--- src/hw/swc_cfg.svh ---
// constants for the sleep and wake-up controller
// assumes a 125 MHz pclk and one-word apb registers at index * 4
`ifndef SWC_CFG_SVH
`define SWC_CFG_SVH

// ---------------------------------------------------------------
// register indexes (byte address is four times the index)
// ---------------------------------------------------------------
`define STAT_IDX      16'h0003
`define PRESC_IDX     16'h0081
`define CFG_IDX       16'h2007
`define CTRL_IDX      16'h0010
`define FLAG_IDX      16'h0011
`define EVT_IDX       16'h0012
`define MASK_IDX      16'h0013

// ---------------------------------------------------------------
// field positions and reset values
// ---------------------------------------------------------------
`define PWRDN_BIT     3
`define TO_BIT        4
`define PS_ASSIGN_BIT 3
`define PS_LSB        0
`define WDOG_EN_BIT   2
`define FOSC_LSB      0
`define FOSC_RC       2'h3
`define GLOBAL_EN_BIT 8
`define EV_SLEEP      0
`define EV_WAKE       1
`define EV_WDRST      2
`define PRESC_RST     8'h00
`define CFG_RST       8'h04
`define ISR_VECTOR    13'h0004

// ---------------------------------------------------------------
// timing
// ---------------------------------------------------------------
`define PCLK_NS       8
`define OSC_PERIOD_NS 8
`define OST_PERIODS   1024
`define OST_CYCLES    ((`OST_PERIODS*`OSC_PERIOD_NS+`PCLK_NS-1)/`PCLK_NS)
`define WDOG_TIMEOUT_NS 18000000
`define WDOG_CYCLES   (`WDOG_TIMEOUT_NS/`PCLK_NS)

`endif

--- src/hw/swc_pkg.sv ---
// types for the sleep and wake-up controller
// assumes swc_cfg.svh constants
package swc_pkg;

  // ---------------------------------------------------------------
  // power state
  // ---------------------------------------------------------------
  typedef enum logic [1:0] {
    ST_RUN   = 2'b00,
    ST_SLEEP = 2'b01,
    ST_OST   = 2'b10,
    ST_WAKE  = 2'b11
  } pstate_t;

  // ---------------------------------------------------------------
  // whole module state
  // ---------------------------------------------------------------
  typedef struct packed {
    pstate_t     st;
    logic [1:0]  sync;
    logic [31:0] wdog;
    logic [7:0]  post;
    logic [10:0] ost;
    logic        pwrdn;
    logic        to;
    logic [7:0]  flags;
    logic [7:0]  en;
    logic        global_irq_enable;
    logic [7:0]  presc;
    logic [2:0]  evt;
    logic [2:0]  emask;
    logic [7:0]  io_out;
    logic [7:0]  io_oe;
    logic [12:0] fetch;
    logic        resume;
    logic        vec;
    logic        nop;
    logic        dev_rst;
    logic [31:0] rdata;
  } swc_state_t;

endpackage : swc_pkg

--- src/hw/sleep_wakeup_control.sv ---
// sleep and wake-up control: watchdog, power-down flags, wake
// sources, oscillator start-up wait and apb register slave
// assumes irq events and core strobes are on pclk; reset pin async
`include "swc_cfg.svh"
`timescale 1ns/1ns
`default_nettype none

// Summary of operation
// - sleep clears watchdog, keeps it running, clears power-down, sets to
// - io ports hold their pre-sleep drive state while asleep
// - wake on master clear, watchdog expiry if enabled, or interrupts
// - master clear fully resets; other wakes resume without reset
// - power-down flag set at power-up, cleared when sleep really executes
// - watchdog expiry ending sleep clears the to flag
// - only listed peripheral interrupts may wake the device
// - phase-clocked peripherals raise no interrupts while asleep
// - sleep prefetches the instruction at pc plus one
// - wake needs the source enable; global enable does not gate it
// - global enable clear: continue in line; set: then take vector
// - sleep with an enabled flag already pending acts as no-op
// - interrupt during sleep: instruction completes then wake at once
// - crystal modes wait 1024 osc periods on wake; rc mode none
// - expiry in run resets; expiry asleep only wakes
// - interrupt flags set on events regardless of enables
module sleep_wakeup_control
  import swc_pkg::*;
#(
  parameter logic [31:0] WDOG_CYCLES = `WDOG_CYCLES,
  parameter logic [7:0]  WAKE_MASK  = 8'hff,
  parameter logic [7:0]  CFG_WORD   = `CFG_RST
) (
  input  wire logic        pclk,
  input  wire logic        presetn,
  input  wire logic        psel,
  input  wire logic        penable,
  input  wire logic        pwrite,
  input  wire logic [15:0] paddr,
  input  wire logic [31:0] pwdata,
  output logic      [31:0] prdata,
  output logic             pready,
  output logic             pslverr,
  input  wire logic        master_clear_pin_n,
  input  wire logic        sleep_instr,
  input  wire logic        kick_watchdog_instruction,
  input  wire logic [12:0] pc,
  input  wire logic [7:0]  irq_event,
  input  wire logic [7:0]  io_out_core,
  input  wire logic [7:0]  io_oe_core,
  output logic      [7:0]  io_out,
  output logic      [7:0]  io_oe,
  output logic             osc_enable,
  output logic             core_stall,
  output logic             core_resume,
  output logic             vector_req,
  output logic      [12:0] vector_addr,
  output logic      [12:0] prefetch_addr,
  output logic             sleep_nop,
  output logic             device_reset,
  output logic             irq
);

  // ---------------------------------------------------------------
  // state and decode
  // ---------------------------------------------------------------
  swc_state_t q;
  swc_state_t d;

  logic [15:0] idx;
  logic        wr;
  logic        rd;
  logic        setup;
  logic        mapped;
  logic        wdog_en;
  logic        rc_mode;
  logic        tick;
  logic        expire;
  logic        clr_req;
  logic        pend;
  logic        wake_irq;
  logic [7:0]  ratio;
  logic [7:0]  fset;
  logic [7:0]  fclr;
  logic [2:0]  eset;
  logic [31:0] rval;

  assign idx     = {2'h0, paddr[15:2]};
  assign setup   = psel && !penable;
  assign wr      = psel && penable && pwrite;
  assign rd      = psel && penable && !pwrite;
  assign wdog_en = CFG_WORD[`WDOG_EN_BIT];
  assign rc_mode = CFG_WORD[`FOSC_LSB +: 2] == `FOSC_RC;
  assign clr_req = !q.sync[1];
  assign ratio   = 8'h01 << q.presc[`PS_LSB +: 3];
  assign tick    = q.wdog == WDOG_CYCLES - 32'h1;

  // postscaler divides expiries only while assigned to the watchdog
  assign expire = wdog_en && tick
                  && (!q.presc[`PS_ASSIGN_BIT] || q.post == ratio - 8'h01);

  assign pend = |(q.flags & q.en);

  // wake needs the source enable and WAKE_MASK, not the global enable
  assign wake_irq = |(q.flags & q.en & WAKE_MASK);

  always_comb begin
    mapped = 1'b1;
    case (idx)
      `STAT_IDX:  rval = {27'h0, q.to, q.pwrdn, 3'h0};
      `PRESC_IDX: rval = {24'h0, q.presc};
      `CFG_IDX:   rval = {24'h0, CFG_WORD};
      `CTRL_IDX:  rval = {23'h0, q.global_irq_enable, q.en};
      `FLAG_IDX:  rval = {24'h0, q.flags};
      `EVT_IDX:   rval = {29'h0, q.evt};
      `MASK_IDX:  rval = {29'h0, q.emask};
      default: begin
        rval   = 32'h0;
        mapped = 1'b0;
      end
    endcase
  end

  // ---------------------------------------------------------------
  // next state
  // ---------------------------------------------------------------
  always_comb begin
    d         = q;
    d.resume  = 1'b0;
    d.nop     = 1'b0;
    d.dev_rst = 1'b0;
    // two-flop synchroniser on the master clear pin
    d.sync    = {q.sync[0], master_clear_pin_n};
    eset      = 3'h0;
    fclr      = 8'h0;

    // watchdog runs through sleep on its own
    d.wdog = tick ? 32'h0 : q.wdog + 32'h1;
    if (tick) begin
      d.post = (q.post == ratio - 8'h01) ? 8'h00 : q.post + 8'h01;
    end
    if (kick_watchdog_instruction) begin
      d.wdog = 32'h0;
      d.post = 8'h00;
    end

    fset = irq_event & ((q.st == ST_RUN) ? 8'hff : WAKE_MASK);

    if (q.st == ST_RUN) begin
      d.io_out = io_out_core;
      d.io_oe  = io_oe_core;
    end

    case (q.st)
      ST_RUN: begin
        // resets take priority over a sleep in the same cycle
        if (clr_req || expire) begin
          d.dev_rst = 1'b1;
          d.to      = !expire;
          eset[`EV_WDRST] = expire;
        end else if (sleep_instr) begin
          d.fetch = pc + 13'h0001;
          if (pend) begin
            d.nop = 1'b1;
          end else begin
            // completes even if irq lands now
            d.st   = ST_SLEEP;
            d.pwrdn = 1'b0;
            d.to    = 1'b1;
            d.wdog  = 32'h0;
            d.post = 8'h00;
            eset[`EV_SLEEP] = 1'b1;
          end
        end
      end
      ST_SLEEP: begin
        if (clr_req) begin
          // master clear is a full reset
          d.st      = ST_RUN;
          d.dev_rst = 1'b1;
        end else if (expire || wake_irq) begin
          d.to  = q.to && !expire;
          d.st  = rc_mode ? ST_WAKE : ST_OST;
          d.ost = 11'h0;
          eset[`EV_WAKE] = 1'b1;
        end
      end
      ST_OST: begin
        // OST_CYCLES wait with osc_enable still low before the core resumes
        if (clr_req) begin
          d.st      = ST_RUN;
          d.dev_rst = 1'b1;
        end else if (q.ost == 11'(`OST_CYCLES - 1)) begin
          d.st = ST_WAKE;
        end else begin
          d.ost = q.ost + 11'h001;
        end
      end
      ST_WAKE: begin
        d.st     = ST_RUN;
        d.resume = 1'b1;
        d.vec    = q.global_irq_enable;
      end
      default: d.st = ST_RUN;
    endcase

    // apb writes and read side effects
    if (wr) begin
      case (idx)
        `PRESC_IDX: d.presc = pwdata[7:0];
        `CTRL_IDX: begin
          d.en  = pwdata[7:0];
          d.global_irq_enable = pwdata[`GLOBAL_EN_BIT];
        end
        `FLAG_IDX: fclr    = pwdata[7:0];
        `MASK_IDX: d.emask = pwdata[2:0];
        default: ;
      endcase
    end
    // read data latched in setup so a read-clear cannot race it
    if (setup) begin
      d.rdata = rval;
    end

    if (d.dev_rst) begin
      d.flags = 8'h0;
      d.en    = 8'h0;
      d.global_irq_enable   = 1'b0;
      d.presc = `PRESC_RST;
      d.wdog  = 32'h0;
      d.post  = 8'h00;
    end else begin
      // set wins over a clear in the same cycle
      d.flags = (q.flags & ~fclr) | fset;
    end
    d.evt = ((rd && idx == `EVT_IDX) ? 3'h0 : q.evt) | eset;
  end

  always_ff @(posedge pclk or negedge presetn) begin
    if (!presetn) begin
      q       <= '0;
      q.st    <= ST_RUN;
      q.sync  <= 2'h3;
      // power-down and expiry flags set at power-up
      q.pwrdn <= 1'b1;
      q.to    <= 1'b1;
      q.presc <= `PRESC_RST;
    end else begin
      q <= d;
    end
  end

  // ---------------------------------------------------------------
  // outputs
  // ---------------------------------------------------------------
  assign prdata        = q.rdata;
  assign pready        = 1'b1;
  assign pslverr       = psel && penable && !mapped;
  assign io_out        = q.io_out;
  assign io_oe         = q.io_oe;
  assign osc_enable    = q.st == ST_RUN || q.st == ST_WAKE;
  assign core_stall    = q.st != ST_RUN;
  assign core_resume   = q.resume;
  assign vector_req    = q.vec && q.resume;
  assign vector_addr   = `ISR_VECTOR;
  assign prefetch_addr = q.fetch;
  assign sleep_nop     = q.nop;
  assign device_reset  = q.dev_rst;
  assign irq           = |(q.evt & q.emask);
endmodule : sleep_wakeup_control

`default_nettype wire

--- config.mk ---
export PLATFORM = sky130hd
export DESIGN_NAME = sleep_wakeup_control
export DESIGN_NICKNAME = d
export VERILOG_FILES = /design/src/hw/swc_pkg.sv /design/src/hw/sleep_wakeup_control.sv
export VERILOG_INCLUDE_DIRS = /design/src /design/src/hw
export SDC_FILE = /design/constraint.sdc
export NUM_CORES = 1
export LEC_CHECK = 0
export BUFFER_PORTS_ARGS = -buffer_cell sky130_fd_sc_hd__buf_2
export CAP_MARGIN = 20
export CORE_ASPECT_RATIO = 1.5
export CORE_MARGIN = 2
export CORE_UTILIZATION = 54
export DETAILED_ROUTE_END_ITERATION = 16
export GPL_TIMING_DRIVEN = 0
export PLACE_DENSITY_LB_ADDON = 0.3
export SETUP_SLACK_MARGIN = 0.2
export SYNTH_ARGS = -nofsm -noshare
export SYNTH_HDL_FRONTEND = slang
export SYNTH_SLANG_ARGS = --single-unit
--- constraint.sdc ---
create_clock -name pclk -period 3.9 [get_ports pclk]
set_input_delay 0.39 -clock pclk [delete_from_list [all_inputs] [get_ports pclk]]
set_output_delay 0.39 -clock pclk [all_outputs]
set_load 0.005 [all_outputs]
Word-level counts from Yosys, hierarchy flattened

Index checks and enable logic that the tools add are counted.

Flip-flop bits (word level): 153
Bits in latches: 0
RAM bits: 0
ROM bits: 0
Output and inout port bits: 83
Logic and storage cells: 152
Memories: 0

Add/sub/neg operators: 5
$mul: 0
Divide/modulo/power cells: 0
$lt $le $gt $ge: 0
Eq/ne operators: 24
Shifts and indexed selects: 1
Multiplexer cells: 55
Bitwise gates (word level): 8
Reduce and logical (&&, ||, !) cells: 38

Operator list:

| kind                                             | count |
|---|---|
| 2-to-1 mux 40 bit                                | 6 |
| case mux 9 bit (7 select lines)                  | 1 |
| == test 14 x 5 -> 1 bit (second input constant)  | 4 |
| 2-to-1 mux 8 bit                                 | 6 |
| 2-to-1 mux 11 bit                                | 4 |
| 2-to-1 mux 17 bit                                | 2 |
| adder 32 x 1 -> 32 bit (second input constant)   | 1 |
| == test 32 x 22 -> 1 bit (second input constant) | 1 |
| 2-to-1 mux 32 bit                                | 1 |
| case mux 11 bit (2 select lines)                 | 1 |
| 2-to-1 mux 1 bit                                 | 21 |
| bitwise AND 8 bit                                | 2 |
| 2-to-1 mux 2 bit                                 | 8 |
| AND reduction 5 bit                              | 3 |
| == test 14 bit (second input constant)           | 1 |
| == test 14 x 2 -> 1 bit (second input constant)  | 1 |
| == test 14 x 8 -> 1 bit (second input constant)  | 1 |
| inequality test 2 bit (second input constant)    | 7 |
| adder 13 x 1 -> 13 bit (second input constant)   | 1 |
| inequality test 3 bit (second input constant)    | 4 |
| nonzero test 2 bit                               | 6 |
| adder 11 x 1 -> 11 bit (second input constant)   | 1 |
| == test 11 x 10 -> 1 bit (second input constant) | 1 |
| logical AND 1 bit                                | 9 |
| 25 further kinds                                 | 38 |

Logic depth before layout (Yosys ltp)

Word-level depth: 11
Gate-level depth with buffers: 14
Gate-level depth less buffers: 10

Least setup slack after synthesis

Ideal clock, no wire load.

Path kind: reg2reg
From: register q[73] in the netlist's numbering
To: register q[118] in the netlist's numbering
Library setup time: 0.145 ns
Arrival: 3.053 ns
Setup slack: 0.702 ns
Cell stages (with the launch flop): 15
Path buffers: 4
Period minus slack after synthesis: 3.198 ns
Cell sequence: dfrtp_1 -> clkbuf_1 -> nor2_1 -> nand2_1 -> ha_1 -> buf_2 -> or3_1 -> a211oi_2 -> a211oi_2 -> or3_1 -> a221oi_2 -> or3_1 -> buf_2 -> buf_6 -> nor3b_2

RTL lines:

| element     | line                       | text |
|---|---|---|
| from (decl) | sleep_wakeup_control.sv:65 | `swc_state_t q;` |

==> impl_metrics.csv <==
group,metric,value,unit
outcome,outcome,"finished clean",
timing,holdWs,0.0777,ns
worst_setup_path,critPathLaunchType,"flip-flop",
worst_setup_path,cp.required,4.17,ns
final_layout,nNetsFinal,1037,
final_layout,mostFrequentLayoutCells,"dfrtp_1, buf_2, nand2_1, buf_4, nor2_1",
clock_network,clockRootBuffer,"clkbuf_16",
global_routing,antenna_found_initial,0,
clock_network,clk_latency,0.42,ns
detailed_routing,drtIter0Drc,236,
floorplanning,dieHeight,146,um
timing,clock_skew,0.0115,ns
logic_synthesis,synth-edff-count,0,
worst_setup_path,cp_slowest_cell,"clkbuf_1",
worst_setup_path,arrival,3.76,ns
floorplanning,io_pins,176,
clock_network,cts_buffers,17,
final_layout,final_area,8840,sq um
logic_synthesis,synthArstFlopShare,100,%
logic_synthesis,yosysSeqAreaShare,44.9,%
floorplanning,initial_core_util,55.5,%
timing,rsz0062_at_grt,"no",
pwr,p_leak,4.10,nW
clock_network,clk_pin_slew,0.06,ns
global_routing,grt-ovfl-total,0,
place,routabilityCongestion,0.833,
logic_synthesis,synth_top_cell_by_area,"dfrtp_1",
logic_synthesis,synth_area,7260,sq um
logic_synthesis,netlist_instances,760,
clock_network,cts_tree,"built",
final_layout,final-seq-area,3260,sq um
timing,max_freq,0.287,GHz
timing,worstMarginPinSlew,0.956,ns
detailed_routing,firstDrtPassIters,5,
worst_setup_path,critPathMostFrequentCell,"or3_1",
floorplanning,die_area,14400,sq um
timing,hold_viol_final,0,
global_routing,grt_use_total,24.0,%
logic_synthesis,yosys_warnings,0,
worst_setup_path,crit_type,"reg2reg",
detailed_routing,routed_wl,16.8,mm
final_layout,multi_input_area,3390,sq um
logic_synthesis,yosys.area.top_type_share,43.4,%
clock_network,htreeDepth,4,
worst_setup_path,slowest_delay,0.43,ns
global_routing,grt_pass1_vias,5955,
timing,timing.slew.headroom,36.1,%
timing,period_share,89.5,%
final_layout,layout_commonest_cell,"dfrtp_1",
detailed_routing,viasPerCell,5.46,
floorplanning,die_width,98.7,um
worst_setup_path,path_cells,"clkbuf_2 -> nor2_2 -> nand2_1 -> ha_1 -> buf_2 -> or3_1 -> a211oi_2 -> a211oi_4 -> or3_1 -> a221oi_4 -> buf_4 -> clkbuf_1 -> nor2_1",
global_routing,grt_max_degree,74,
logic_synthesis,ys_types,69,
detailed_routing,ant_nets,0,
detailed_routing,via_count,6044,
timing,finalSetupViolCount,0,
detailed_routing,drc,0,
logic_synthesis,yosys_register_bits,130,
timing,setup_tns,0,ns
place,place_area,8190,sq um
floorplanning,rows,51,
place,dp_cells,1067,
pwr,power.total,4.49,mW
final_layout,layout-drive-gt1-share,30.4,%
global_routing,grt_pass1_wl,28.2,mm
final_layout,fin_cells,1107,
pwr,vdd.ir_drop.worst,0.290,mV
place,portBuffers,112,
clock_network,clock_sinks,130,
worst_setup_path,worstPathMaxFanout,10,
final_layout,area_delta_synth_final,21.8,%
job,cap_violations,0,
final_layout,fillers,1091,
floorplanning,coreArea,13100,sq um
final_layout,num_antenna_cells,0,
timing,min_period,3.49,ns
place,dp_hpwl,12.0,mm
logic_synthesis,synth-main-ff-cell,"dfrtp_1",
logic_synthesis,synth.area.top_cells,"dfrtp_1, buf_4, nand2_1, xnor2_1, nand3_1",
min_path,hp-class,"in2reg",
detailed_routing,wl_per_cell,15.2,um
timing,slew_viol_final,0,
worst_setup_path,cp-end-kind,"flip-flop",
clock_network,cts_buffer_depth,2,
pwr,power.density,508,nW/um^2
logic_synthesis,syn_avg_cell_area,9.56,sq um
## sequential cells by signal, indices dropped and copies added, names as in the netlist
| register | count |
|---|---|
| prefetch_addr | 13 |
| sleep_nop | 1 |
| core_resume | 1 |
| device_reset | 1 |
| io_oe | 8 |
| prdata | 9 |
| io_out | 8 |
| q | 88 |
| d | 1 |
## where the power goes
group | leakage [nW] | switching (mW) | internal (mW) | total, mW
registers | 1.72 | 0.148 | 1.57 | 1.72
logic | 2.11 | 0.599 | 0.638 | 1.24
clock network | 0.273 | 0.592 | 0.939 | 1.53
total | 4.10 | 1.34 | 3.15 | 4.49
## cell usage after synthesis (4+ instances only)
cell type / number
o21ai_0: 31
or3_1: 4
and4_1: 7
a21oi_1: 38
and2_1: 4
nor3_2: 10
inv_1: 12
nor4_1: 8
mux2i_1: 5
dfrtp_1: 126
a22o_1: 5
and3_1: 16
a222oi_1: 5
nor2_1: 69
ha_1: 9
nand4_1: 13
buf_4: 77
a22oi_1: 4
xor2_1: 20
nand3_1: 52
xnor2_1: 31
nor3_1: 8
mux2_2: 22
buf_2: 5
clkbuf_1: 22
nand2_1: 83
dfstp_2: 4
a221oi_1: 4
## metrics by stage
step	utilization [%]	setup slack (ns)
after floorplan	-	0.702
final	67.6	0.411
after global placement	62.3	0.199
after CTS	67.1	0.208
after detailed placement	62.6	0.171
after global routing	67.6	0.203
## critical path, delay by kind of cell, from the launching register on
kind / cells / cell delay (ns)
AO/OA/AOI/OAI: 3 / 0.62
adder cells (fa/ha/maj): 1 / 0.20
buffers and inverters: 4 / 1.02
flip-flops: 1 / 0.41
AND/OR/NAND/NOR: 5 / 1.10
## cell families (layout without fill, tap and decap cells)
group | count (synthesis) | after routing | share of synthesized area [%]
AO/OA/AOI/OAI | 119 | 119 | 11.2
XOR/XNOR | 52 | 52 | 6.37
adder cells (fa/ha/maj) | 9 | 9 | 1.55
buffers and inverters | 121 | 274 | 10.6
flip-flops | 130 | 130 | 44.9
multiplexers | 27 | 27 | 4.10
other | 2 | 37 | 0.103
AND/OR/NAND/NOR | 300 | 300 | 21.2
## per-layer routing
metal / vias up / share of wire (%) / GRT usage (%) / wire length [um]
li1: 2906 / - / - / -
met1: 2902 / 39 / 28.1 / 6510
met2: 202 / 53 / 42.8 / 8980
met3: 34 / 5.3 / 4.74 / 897
met4: 0 / 2.7 / 9.18 / 456
met5: - / 0 / 0 / 0
## repair_timing
action                                 in CTS  in global routing
hold buffers                                1                  0
buffers inserted                            0                  6
resized for setup                           1                  4
setup endpoints to repair                  45                 83
pin swaps                                   0                  2
endpoints found under the hold margin      56                  0
## final cells by class
| class | count | share of cell area, % |
|---|---|---|
| Tap cell | 159 | 2.25 |
| Inverter | 12 | 0.509 |
| Sequential cell | 130 | 36.8 |
| Clock buffer | 19 | 4.90 |
| Buffer | 109 | 8.23 |
| Clock inverter | 13 | 1.56 |
| Multi-Input combinational cell | 544 | 38.3 |
| Timing Repair Buffer | 121 | 7.43 |
## path summary, 6_finish.rpt
kind	start	to	slack (ns)	cells past startpoint
max reg2reg	q[73]	q[92]	0.41	13
min reg2reg	d[150]	q[150]	0.37	0
max	q[73]	q[92]	0.41	13
max in group asynchronous	presetn	q[96]	2.62	3
min in group asynchronous	presetn	q[95]	0.51	2
min	master_clear_pin_n	d[150]	0.08	1
No activity file was read; power rests on OpenSTA's default activity.
